**src/rtl/emstat_pkg.sv**
```systemverilog
// Package for the MAC statistics counter block: widths, indices, limits.
// Assumes a single MAC clock domain; event inputs are synchronous pulses, except the buffer-full and carrier-sense levels.
package emstat_pkg;
  // ********************************************************************
  // Sizes and limits
  // ********************************************************************
  localparam int EMSTAT_CNT_W = 32;
  localparam int EMSTAT_HIST_N = 15;
  localparam int EMSTAT_COLL_W = 5;
  localparam logic [4:0] EMSTAT_EXCESS_COLL = 5'h10;
  localparam logic [15:0] EMSTAT_LATE_BITS = 16'h0200;
  localparam logic [15:0] EMSTAT_MAX_FRAME = 16'h05ee;
  localparam logic [15:0] EMSTAT_MIN_FRAME = 16'h0040;
  localparam logic [31:0] EMSTAT_CNT_RST = 32'h0000_0000;

  // ********************************************************************
  // Counter indices
  // ********************************************************************
  localparam int EMSTAT_RX_FCS = 0;
  localparam int EMSTAT_RX_ALIGN = 1;
  localparam int EMSTAT_RX_OVERRUN = 2;
  localparam int EMSTAT_RX_COLL_FULL = 3;
  localparam int EMSTAT_RX_MISSED = 4;
  localparam int EMSTAT_RX_SHORT = 5;
  localparam int EMSTAT_RX_BUF_FULL = 6;
  localparam int EMSTAT_RX_INT_ERR = 7;
  localparam int EMSTAT_RX_TOO_LONG = 8;
  localparam int EMSTAT_TX_DEFER = 9;
  localparam int EMSTAT_TX_SINGLE = 10;
  localparam int EMSTAT_TX_MULTI = 11;
  localparam int EMSTAT_TX_TOTAL = 12;
  localparam int EMSTAT_TX_EXCESS = 13;
  localparam int EMSTAT_TX_UNDERRUN = 14;
  localparam int EMSTAT_TX_CARRIER = 15;
  localparam int EMSTAT_TX_HEARTBEAT = 16;
  localparam int EMSTAT_TX_LATE = 17;
  localparam int EMSTAT_TX_INT_ERR = 18;
  localparam int EMSTAT_N_CNT = 19;
  localparam int EMSTAT_IDX_W = 5;

  // Receive frame end report
  typedef struct packed {
    logic done;          // One-cycle pulse at frame end
    logic [15:0] bytes;  // Frame length in bytes
    logic fcs_bad;       // Check sequence mismatch
    logic odd_bits;      // Bit count not a multiple of eight
  } emstat_rx_t;

  // Transmit event report
  typedef struct packed {
    logic ready;         // Pulse: frame ready to send
    logic crs;           // Carrier sense level
    logic coll;          // Pulse: collision on current attempt
    logic [15:0] bits;   // Bits sent in current attempt
    logic ok;            // Pulse: frame sent successfully
    logic underrun;      // Pulse: frame failed on underrun
    logic no_heartbeat;  // Pulse with ok: heartbeat missing
  } emstat_tx_t;
endpackage

```
**src/rtl/emstat_mem.sv**
```systemverilog
// Histogram memory: one counter word per collision count, registered read.
// Assumes one increment per cycle at most; clear wipes all words in one cycle.
`timescale 1ns/1ps
module emstat_mem #(
  parameter int DEPTH = 15,
  parameter int WIDTH = 32
) (
  input wire logic clk_sys,             // System clock
  input wire logic resetn,              // Async reset, active low
  input wire logic inc,                 // Increment word inc_addr
  input wire logic [3:0] inc_addr,      // Word to increment
  input wire logic clr,                 // Zero every word
  input wire logic [3:0] rd_addr,       // Read address
  output logic [WIDTH-1:0] rd_data      // Registered read data
);
  logic [WIDTH-1:0] mem [DEPTH];

  // Read and increment addresses are four bits wide
  if (DEPTH < 1 || DEPTH > 16) begin
    $error("emstat_mem: DEPTH out of range");
  end

  // ********************************************************************
  // Storage
  // ********************************************************************
  // Clear wins over a same-cycle increment; the manager asked for zero
  always_ff @(posedge clk_sys or negedge resetn) begin
    if (!resetn) begin
      for (int i = 0; i < DEPTH; i++) mem[i] <= '0;
    end else if (clr) begin
      for (int i = 0; i < DEPTH; i++) mem[i] <= '0;
    end else if (inc && 32'(inc_addr) < DEPTH) begin
      mem[inc_addr] <= mem[inc_addr] + 1'b1;
    end
  end

  always_ff @(posedge clk_sys or negedge resetn) begin
    if (!resetn) begin
      rd_data <= '0;
    end else if (32'(rd_addr) < DEPTH) begin
      rd_data <= mem[rd_addr];
    end else begin
      rd_data <= '0;
    end
  end
endmodule

```
**src/rtl/emstat_top.sv**
```systemverilog
// Statistics counters for a half-duplex MAC: receive and transmit events.
// Assumes MAC framing logic delivers one-cycle event pulses on clk_sys.
`timescale 1ns/1ps
// Notes on behaviour
// RULE1: Count each received frame with a bad check sequence.
// RULE2: Count each received frame whose bit count is not a multiple of eight.
// RULE3: Count each buffer overrun losing incoming bytes.
// RULE4: Count receive collisions while the packet buffer is full.
// RULE5: Count packets missed because the buffer was already full.
// RULE6: Count received frames shorter than the legal minimum.
// RULE7: Count each time the packet buffer becomes completely full.
// RULE8: Internal receive error count equals overrun count only.
// RULE9: Count frames deferred because carrier was busy when ready.
// RULE10: Count frames sent after exactly one collision.
// RULE11: Count frames sent after more than one collision.
// RULE12: Total collisions adds every collision of each frame sent successfully.
// RULE13: Abandon after sixteen collisions and count an excess failure.
// RULE14: Count transmit underrun failures.
// RULE15: Count collisions occurring while carrier sense is inactive.
// RULE16: Count missing heartbeat; frame still counts as sent.
// RULE17: Collisions after 512 or more bits sent count as late.
// RULE18: Internal transmit error count equals underrun count only.
// RULE19: Histogram of fifteen counters for frames sent after 1 to 15 collisions.
// RULE20: Clear request zeroes the histogram; otherwise it accumulates.
// RULE21: Count received frames longer than 1518 bytes.
// RULE22: Counters are 32 bits, wrap, and read without stalling counting.
module emstat_top
  import emstat_pkg::*;
#(
  parameter int CNT_W = emstat_pkg::EMSTAT_CNT_W,
  parameter int HIST_N = emstat_pkg::EMSTAT_HIST_N
) (
  input wire logic clk_sys,                    // System clock, 100 MHz
  input wire logic resetn,                     // Async reset, active low
  input wire emstat_pkg::emstat_rx_t rx,       // Receive frame report
  input wire logic rx_overrun,                 // Pulse: buffer overrun
  input wire logic rx_coll,                    // Pulse: collision on receive
  input wire logic rx_arrive,                  // Pulse: new frame arriving
  input wire logic buf_full,                   // Level: packet buffer full
  input wire emstat_pkg::emstat_tx_t tx,       // Transmit event report
  input wire logic [4:0] cnt_sel,              // Counter read select
  output logic [CNT_W-1:0] cnt_data,           // Selected counter value
  input wire logic [3:0] hist_sel,             // Histogram select, 0 = 1 collision
  output logic [CNT_W-1:0] hist_data,          // Selected histogram value
  input wire logic hist_clr,                   // Pulse: zero the histogram
  output logic tx_abort,                       // Pulse: abandon current frame
  output logic [4:0] tx_coll_count             // Collisions on current frame
);
  import emstat_pkg::*;

  if (CNT_W < 1 || CNT_W > 64) begin
    $error("emstat_top: CNT_W out of range");
  end
  if (HIST_N != EMSTAT_HIST_N) begin
    $error("emstat_top: HIST_N must be fifteen");
  end

  // ********************************************************************
  // Helpers
  // ********************************************************************
  function automatic logic [CNT_W-1:0] bump(input logic [CNT_W-1:0] v, input logic [4:0] by);
    bump = v + CNT_W'(by);  // Wraps to zero by truncation
  endfunction

  // ********************************************************************
  // Event decode
  // ********************************************************************
  logic [EMSTAT_N_CNT-1:0] ev;
  logic buf_full_q;
  logic [4:0] coll_cnt;
  logic coll_abort;

  assign coll_abort = tx.coll && (coll_cnt + 5'h01 == EMSTAT_EXCESS_COLL);

  always_comb begin
    ev = '0;
    ev[EMSTAT_RX_FCS] = rx.done && rx.fcs_bad;                          // see RULE1
    ev[EMSTAT_RX_ALIGN] = rx.done && rx.odd_bits;                       // see RULE2
    ev[EMSTAT_RX_OVERRUN] = rx_overrun;                                 // see RULE3
    ev[EMSTAT_RX_COLL_FULL] = rx_coll && buf_full;                      // see RULE4
    ev[EMSTAT_RX_MISSED] = rx_arrive && buf_full;                       // see RULE5
    ev[EMSTAT_RX_SHORT] = rx.done && (rx.bytes < EMSTAT_MIN_FRAME);     // see RULE6
    ev[EMSTAT_RX_BUF_FULL] = buf_full && !buf_full_q;                   // see RULE7
    ev[EMSTAT_RX_INT_ERR] = rx_overrun;                                 // see RULE8
    ev[EMSTAT_RX_TOO_LONG] = rx.done && (rx.bytes > EMSTAT_MAX_FRAME);  // see RULE21
    ev[EMSTAT_TX_DEFER] = tx.ready && tx.crs;                           // see RULE9
    ev[EMSTAT_TX_SINGLE] = tx.ok && coll_cnt == 5'h01;                  // see RULE10
    ev[EMSTAT_TX_MULTI] = tx.ok && coll_cnt > 5'h01;                    // see RULE11
    ev[EMSTAT_TX_TOTAL] = tx.ok && coll_cnt != 5'h00;                   // see RULE12
    ev[EMSTAT_TX_EXCESS] = coll_abort;                                  // see RULE13
    ev[EMSTAT_TX_UNDERRUN] = tx.underrun;                               // see RULE14
    ev[EMSTAT_TX_CARRIER] = tx.coll && !tx.crs;                         // see RULE15
    ev[EMSTAT_TX_HEARTBEAT] = tx.ok && tx.no_heartbeat;                 // see RULE16
    ev[EMSTAT_TX_LATE] = tx.coll && (tx.bits >= EMSTAT_LATE_BITS);      // see RULE17
    ev[EMSTAT_TX_INT_ERR] = tx.underrun;                                // see RULE18
  end

  // Edge of buffer full, so a long full spell counts once
  always_ff @(posedge clk_sys or negedge resetn) begin
    if (!resetn) begin
      buf_full_q <= 1'b0;
    end else begin
      buf_full_q <= buf_full;
    end
  end

  // ********************************************************************
  // Per-frame collision tally
  // ********************************************************************
  // Tally ends with success, underrun or abort; total is added at success
  always_ff @(posedge clk_sys or negedge resetn) begin
    if (!resetn) begin
      coll_cnt <= 5'h00;
    end else if (tx.ok || tx.underrun || coll_abort) begin
      coll_cnt <= 5'h00;
    end else if (tx.coll) begin
      coll_cnt <= coll_cnt + 5'h01;
    end
  end

  always_ff @(posedge clk_sys or negedge resetn) begin
    if (!resetn) begin
      tx_abort <= 1'b0;
    end else begin
      tx_abort <= coll_abort;  // see RULE13
    end
  end

  assign tx_coll_count = coll_cnt;

  // ********************************************************************
  // Counter bank
  // ********************************************************************
  logic [CNT_W-1:0] cnt [EMSTAT_N_CNT];

  always_ff @(posedge clk_sys or negedge resetn) begin
    if (!resetn) begin
      for (int i = 0; i < EMSTAT_N_CNT; i++) cnt[i] <= CNT_W'(EMSTAT_CNT_RST);
    end else begin
      for (int i = 0; i < EMSTAT_N_CNT; i++) begin
        if (ev[i]) begin
          if (i == EMSTAT_TX_TOTAL) begin
            cnt[i] <= bump(cnt[i], coll_cnt);  // see RULE12
          end else begin
            cnt[i] <= bump(cnt[i], 5'h01);  // see RULE22
          end
        end
      end
    end
  end

  // Registered read; a read never blocks an update
  always_ff @(posedge clk_sys or negedge resetn) begin
    if (!resetn) begin
      cnt_data <= '0;
    end else if (32'(cnt_sel) < EMSTAT_N_CNT) begin
      cnt_data <= cnt[cnt_sel];  // see RULE22
    end else begin
      cnt_data <= '0;
    end
  end

  // ********************************************************************
  // Collision histogram
  // ********************************************************************
  logic hist_inc;
  logic [3:0] hist_addr;

  assign hist_inc = tx.ok && coll_cnt != 5'h00 && coll_cnt < EMSTAT_EXCESS_COLL;  // see RULE19
  assign hist_addr = 4'(coll_cnt - 5'h01);

  emstat_mem #(
    .DEPTH(HIST_N),
    .WIDTH(CNT_W)
  ) u_hist (
    .clk_sys(clk_sys),
    .resetn(resetn),
    .inc(hist_inc),
    .inc_addr(hist_addr),
    .clr(hist_clr),  // see RULE20
    .rd_addr(hist_sel),
    .rd_data(hist_data)
  );
endmodule

```
**config.mk**
```make
export PLATFORM = sky130hd
export DESIGN_NAME = emstat_top
export DESIGN_NICKNAME = d
export VERILOG_FILES = /design/src/rtl/emstat_pkg.sv /design/src/rtl/emstat_mem.sv /design/src/rtl/emstat_top.sv
export SDC_FILE = /design/constraint.sdc
export NUM_CORES = 2
export LEC_CHECK = 0
export BUFFER_PORTS_ARGS = -buffer_cell sky130_fd_sc_hd__buf_2
export CAP_MARGIN = 5
export CELL_PAD_IN_SITES_DETAIL_PLACEMENT = 0
export CELL_PAD_IN_SITES_GLOBAL_PLACEMENT = 2
export CORE_UTILIZATION = 23
export DETAILED_ROUTE_END_ITERATION = 8
export GPL_TIMING_DRIVEN = 1
export PLACE_DENSITY_LB_ADDON = 0.1
export SLEW_MARGIN = 20
export SYNTH_ARGS = -nofsm -noshare
export SYNTH_HDL_FRONTEND = slang
export SYNTH_SLANG_ARGS = --single-unit
```
**constraint.sdc**
```tcl
create_clock -name clk_sys -period 12.78 [get_ports clk_sys]
set_input_delay 3.195 -clock clk_sys [delete_from_list [all_inputs] [get_ports clk_sys]]
set_output_delay 3.195 -clock clk_sys [all_outputs]
set_load 0.02 [all_outputs]
```
# Word level (Yosys, flattened, before mapping)
# Index checks and enable logic that the tools add are counted.
classes:
  n_eq_ne: 2
  bitwise_logic: 3
  addsub: 22
  div_mod_pow: 0
  n_shift: 0
  reduce_logical: 25
  mul: 0
  n_lt_le_gt_ge: 12
  n_mux: 18
op_table:
  columns: ["op", "count"]
  rows:
  - ["two-way mux 480 bit", 2]
  - ["adder 32 x 1 -> 32 bit (second input constant)", 19]
  - ["bitwise mux 480 bit", 1]
  - ["two-way mux 32 bit", 9]
  - ["binary-select mux 32 bit (select 4 bit)", 2]
  - ["binary-select mux 32 bit (select 5 bit)", 1]
  - ["demux 32 bit (select 4 bit)", 1]
  - ["adder 32 x 5 -> 32 bit", 1]
  - ["logical AND 1 bit", 18]
  - ["greater-or-equal comparator 16 x 10 -> 1 bit (second input constant)", 1]
  - ["greater-than comparator 16 x 11 -> 1 bit (second input constant)", 1]
  - ["less-than comparator 16 x 7 -> 1 bit (second input constant)", 1]
  - ["greater-or-equal comparator 5 bit (second input constant)", 2]
  - ["less-than comparator 5 bit (second input constant)", 2]
  - ["two-way mux 5 bit", 2]
  - ["NOT 4 -> 5 bit", 2]
  - ["less-than comparator 4 bit (second input constant)", 2]
  - ["greater-or-equal comparator 6 bit (second input constant)", 1]
  - ["NOT 5 -> 6 bit", 1]
  - ["adder 5 x 1 -> 5 bit (second input constant)", 1]
  - ["equality test 5 x 1 -> 1 bit (second input constant)", 1]
  - ["equality test 5 bit (second input constant)", 1]
  - ["greater-than comparator 5 x 1 -> 1 bit (second input constant)", 1]
  - ["less-than comparator 5 x 1 -> 1 bit (second input constant)", 1]
  - ["5 further kinds", 8]
totals:
  register_bits: 1159
  output_inout_bits: 70
  mem_bits_ro: 0
  word_cells: 121
  latchBits: 0
  n_memories: 0
  mem_bits_rw: 0

# Depth between registers and ports, before layout
depth:
  ltp_word: 9
  ltp_mapped: 21

# By module
# From an unflattened synthesis, not the netlist that was laid out.
hier_totals:
  cells_unflattened: 5499
  hier_area_um2: 62003.2
by_module_without_submodules:
  columns: ["module", "instances", "area_each_um2", "cells_each"]
  rows:
  - ["emstat_top", 1, 33044.2, 2871]
  - ["emstat_mem", 1, 28959.0, 2628]

# Least setup slack after synthesis
# No wires, ideal clock.
synth_path:
  kind: "in2reg"
  from: "in cnt_sel[1]"
  to: "reg cnt_data[10]"
  cell_stages: 6
  t_required_ns: 12.642
  path_slack_ns: 7.419
  setup_ns: 0.138
  arrival_time_ns: 5.223
  cell_sequence: "clkbuf_1 buf_1 mux4_2 mux4_2 inv_1 o22ai_1"
synth_via:
  elab_chain_len: 5
  elab_cells_between_ends: 6
  cone_classes: "order compare (1); mux (4); bitwise (1)"
synth_rtl:
  columns: ["item", "line", "text"]
  rows:
  - ["start: declaration", "emstat_top.sv:41", "input wire logic [4:0] cnt_sel,"]
  - ["NOT 5 -> 6 bit (implied by the code)", "emstat_top.sv:157", "cnt_data <= cnt[cnt_sel];"]
  - ["binary-select mux 32 bit (select 5 bit)", "emstat_top.sv:157", null]
  - ["two-way mux 32 bit (implied by the code) (2 in a row)", "emstat_top.sv:157", null]
  - ["two-way mux 32 bit *", "emstat_top.sv:156", "end else if (32'(cnt_sel) < EMSTAT_N_CNT) begin"]
  - ["end signal: assignment", "emstat_top.sv:157", null]
  - ["end: declaration", "emstat_top.sv:42", "output logic [CNT_W-1:0] cnt_data,"]
# Every way passes the cells marked *; elsewhere a longest branch is shown, timed or not. The select of a mux whose other input is x is not followed.
# A chain may end at the register's enable or synchronous reset.

# Final worst setup path
layout_path:
  from: "reg coll_cnt[0], in the netlist tx_coll_count[0]"
  to: "reg u_hist.mem[127] (netlist name)"
layout_via:
  elab_chain_len: 9
  elab_cells_between_ends: 21
  cone_classes: "add/sub (2); order compare (4); mux (8); bitwise (1); reduce/logical (6)"
layout_rtl:
  columns: ["item", "line", "text"]
  rows:
  - ["start: declaration", "emstat_top.sv:70", "logic [4:0] coll_cnt;"]
  - ["start signal: assignment", "emstat_top.sv:117", "coll_cnt <= coll_cnt + 5'h01;"]
  - ["subtractor 4 x 1 -> 4 bit", "emstat_top.sv:170", "assign hist_addr = 4'(coll_cnt - 5'h01);"]
  - ["NOT 4 -> 5 bit (implied by the code)", "emstat_mem.sv:33", "mem[inc_addr] <= mem[inc_addr] + 1'b1;"]
  - ["binary-select mux 32 bit (select 4 bit), or another cell as far along", "emstat_mem.sv:33", null]
  - ["two-way mux 32 bit (implied by the code) / logical AND 1 bit (equally long branches)", "emstat_mem.sv:33", null]
  - ["two-way mux 32 bit (implied by the code)", "emstat_mem.sv:33", null]
  - ["adder 32 x 1 -> 32 bit / demux 32 bit (select 4 bit) (equally long branches)", "emstat_mem.sv:33", null]
  - ["bitwise mux 480 bit", "emstat_mem.sv:33", null]
  - ["two-way mux 480 bit", "emstat_mem.sv:32", "end else if (inc && 32'(inc_addr) < DEPTH) begin"]
  - ["two-way mux 480 bit", "emstat_mem.sv:30", "end else if (clr) begin"]
  - ["end signal: indexed assignment", "emstat_mem.sv:33", null]
  - ["end: declaration", "emstat_mem.sv:16", "logic [WIDTH-1:0] mem [DEPTH];"]
# Parallel ways exist; a longest one is shown, timed or not. The select of a mux whose other input is x is not followed.

==> flow_metrics.env <==
export IMPL_clockBufferDepth=3
export IMPL_via_per_inst=4.702
export IMPL_design_area_um2=67850
export IMPL_setup_tns_ns=0
export IMPL_start_util_pct=23.12
export IMPL_worst_path_max_fanout=41
export IMPL_synth_cell_types=68
export IMPL_synthArstFlopShare_pct=100.0
export IMPL_cts_tree="yes"
export IMPL_reg2reg_slack_ns=5.32
export IMPL_ys_ff_latch=1159
export IMPL_rr_startpoint="tx_coll_count[0]"
export IMPL_crit_end="u_hist.mem[127]"
export IMPL_cts_buffers=155
export IMPL_max_cap_violations=0
export IMPL_critical_path_top_delay_family="simple AND/OR/NAND/NOR gates"
export IMPL_tightestPinTransition_ns=1.183
export IMPL_initialDrtViolationCount=2827
export IMPL_hp_class="flop to flop"
export IMPL_grt_max_degree=158
export IMPL_worstSetupStartpointType="flop"
export IMPL_antenna_left=0
export IMPL_syn_num_nets=5116
export IMPL_cp_buffers_inverters=3
export IMPL_clock_fmax_mhz=134.1
export IMPL_routabilityCongestion=0.7495
export IMPL_ir_drop_uv=143.8
export IMPL_clk_latency_ns=0.83
export IMPL_cts_sinks=1159
export IMPL_r2r_end="u_hist.mem[127]"
export IMPL_endpoint_kind="flop"
export IMPL_area_delta_synth_final_pct=16.73
export IMPL_dpl_cell_area_um2=62840
export IMPL_synth_warnings=0
export IMPL_switchingPower_mw=2.605
export IMPL_grt_pass1_vias=42110
export IMPL_worstPathRequired_ns=13.43
export IMPL_cts_root_buf="clkbuf_16"
export IMPL_pwr_share_clk_pct=46.9
export IMPL_antenna_found_initial=26
export IMPL_grtUsageTotal_pct=17.76
export IMPL_syn_inst=5028
export IMPL_drc=38
export IMPL_multi_input_area_um2=27970
export IMPL_worstPathArrival_ns=8.10
export IMPL_seqCellArea_um2=29010
export IMPL_synth_avg_cell_area_um2=11.56
export IMPL_sw_frac_of_total_pct=28.03
export IMPL_cts_hold_buf=0
export IMPL_ios=127
export IMPL_rr_worst_depth=13
export IMPL_cts_setup_buffers=0
export IMPL_internal_power_mw=6.688
export IMPL_fp_coreArea_um2=251400
export IMPL_slowest_stage="ha_4"
export IMPL_finish_utilization_pct=26.99
export IMPL_min_from="cnt[415]"
export IMPL_path_cells="inv_1 > ha_4 > buf_4 > buf_4 > mux2i_1 > mux4_2 > mux2i_1 > nand4_1 > nor3b_1 > nand3_1 > or4b_4 > xor2_2 > o21ai_0"
export IMPL_path_clk_slew_ns=0.06
export IMPL_synth_area_um2=58130
export IMPL_path_class="flop to flop"
export IMPL_fin_nets=5194
export IMPL_num_fill_cells=26370
export IMPL_min_period_over_period_pct=58.34
export IMPL_cp_startpoint="tx_coll_count[0]"
export IMPL_setup_ws_ns=5.324
export IMPL_rows=184
export IMPL_setup_viol=0
export IMPL_h_tree_depth=4
export IMPL_skew_ns=0.04743
export IMPL_die_w_um=504.7
export IMPL_post_drt_wl_per_cell_um=26.29
export IMPL_dieArea_um2=254700
export IMPL_maxSlewHeadroom_pct=20.96
export IMPL_critical_path_depth=13
export IMPL_report_final_slew_viol_count=0
export IMPL_synth_flop_cell="dfrtp_1"
export IMPL_rsz0062_at_grt="false"
export IMPL_p_per_area_nw_per_um2=137.0
export IMPL_status="complete, but fails checks"
export IMPL_drt_pre_antenna_iters=8
export IMPL_num_vias=40280
export IMPL_p_comb_share_pct=9.4
export IMPL_post_place_ws_ns=5.242
export IMPL_grt_overflow=0
export IMPL_wirelength_um=225200
export IMPL_portBuffers=117
export IMPL_synth_edf_count=0
export IMPL_seqPwrFrac_pct=43.6
export IMPL_finalHoldViolations=0
export IMPL_dp_hpwl_um=143300
export IMPL_die_h_um=504.7
export IMPL_post_cts_resized=0
export IMPL_finalCriticalPeriod_ns=7.456
export IMPL_leakagePower_nw=28.42
export IMPL_cpPeakStageDelay_ns=0.92
export IMPL_grt_pass1_wl_um=326200
export IMPL_violations="design-rule violations"
export IMPL_drive_gt1_share_pct=17.76
export IMPL_synth_seq_area_share_pct=49.90
-- Yosys cell counts (5+ instances only) --
master / n / area (um2)
inv_1: 64 / 240.2
a211oi_1: 23 / 172.7
a221o_1: 13 / 130.1
xor2_1: 170 / 1489
and4_1: 45 / 394.1
or3_1: 9 / 56.30
nor3_1: 39 / 195.2
a32o_1: 14 / 140.1
nor2_1: 242 / 908.4
o21ai_2: 10 / 87.58
o22ai_1: 39 / 244.0
dfrtp_1: 1159 / 29000
mux2_2: 37 / 416.7
o21ai_1: 23 / 115.1
nor2b_1: 13 / 81.33
clkbuf_1: 203 / 762.0
mux4_2: 384 / 8648
buf_6: 19 / 214.0
nand3_1: 212 / 1061
buf_1: 36 / 135.1
nand2_1: 794 / 2980
mux2i_1: 128 / 1281
and2_1: 23 / 143.9
nand2b_1: 7 / 43.79
buf_2: 16 / 80.08
o22a_1: 5 / 43.79
nand4_1: 118 / 738.2
xnor2_1: 453 / 3968
buf_4: 12 / 90.09
a21o_1: 11 / 82.58
ha_1: 30 / 375.4
nor4_1: 15 / 93.84
a31oi_1: 6 / 37.54
and3_1: 100 / 625.6
a221oi_1: 7 / 61.31
a21oi_1: 49 / 245.2
o21ai_0: 457 / 2287
-- kinds of logic (layout without fill, tap and decap cells) --
| group | Yosys count | in the layout | synth area share [%] |
|---|---|---|---|
| muxes | 551 | 551 | 17.85 |
| and+or+nand+nor | 1637 | 1637 | 12.92 |
| adders and majority gates | 31 | 31 | 0.6802 |
| DFF | 1159 | 1159 | 49.90 |
| AOI/OAI and AO/OA | 672 | 672 | 6.527 |
| buffers and inverters | 353 | 538 | 2.686 |
| xor gates and xnor gates | 625 | 625 | 9.443 |
| other | 0 | 4 | 0 |
-- per-layer routing --
layer | global-route usage [%] | routed length [um] | vias to the layer above
li1 | - | - | 18160
met1 | 24.44 | 104300 | 20950
met2 | 28.35 | 104700 | 858
met3 | 3.192 | 10050 | 306
met4 | 5.140 | 6109 | 10
met5 | 0 | 61 | -
-- cells in the final DEF (no fill, tap or decap), types with 128 or more instances in the layout --
master and n:
nand3_1 212, dfrtp_1 1158, xor2_1 161, o21ai_0 457, nand2_1 780, xnor2_1 448, mux4_2 384, mux2i_1 128
clkbuf_16 157, nor2_1 242
-- per-stage QoR --
stage          std cells  power, mW  hold WS, ns
2_1_floorplan       5028      4.555       0.4365
3_3_place_gp        8297      5.020       0.4545
3_5_place_dp        8297      5.025       0.4590
4_1_cts             8561      9.490       0.4670
5_1_grt             8562      9.710       0.4780
6_report            8565      9.293       0.4621
-- cell type report --
type                            count  area share [%]
Multi-Input combinational cell   3516           41.22
Clock buffer                      233           6.624
Sequential cell                  1159           42.75
Antenna cell                        4         0.01475
Tap cell                         3348           6.174
Timing Repair Buffer              210           2.141
Inverter                           64          0.3541
Clock inverter                     31          0.7210
-- worst min-delay path by stage --
stage | end | cells after the start
after floorplan | cnt[543] | 1
after global placement | cnt[191] | 1
after detailed placement | cnt[543] | 1
after CTS | cnt[415] | 1
after global routing | cnt[511] | 1
final | cnt[415] | 1
-- power by group through the flow --
stage | Combinational (mW) | Sequential (mW) | Clock (mW)
5_1_grt | 0.959 | 4.08 | 4.67
2_1_floorplan | 0.510 | 4.05 | 0
3_5_place_dp | 0.903 | 4.12 | 0
6_report | 0.875 | 4.06 | 4.36
3_3_place_gp | 0.898 | 4.12 | 0
4_1_cts | 0.904 | 4.06 | 4.53
-- registers in the layout, summed over array words and instances (netlist names) --
register,flops
tx_coll_count,5
tx_abort,1
cnt,608
cnt_data,32
u_hist.rd_data,32
buf_full_q,1
u_hist.mem,480
(Power assumes the default switching activity.)
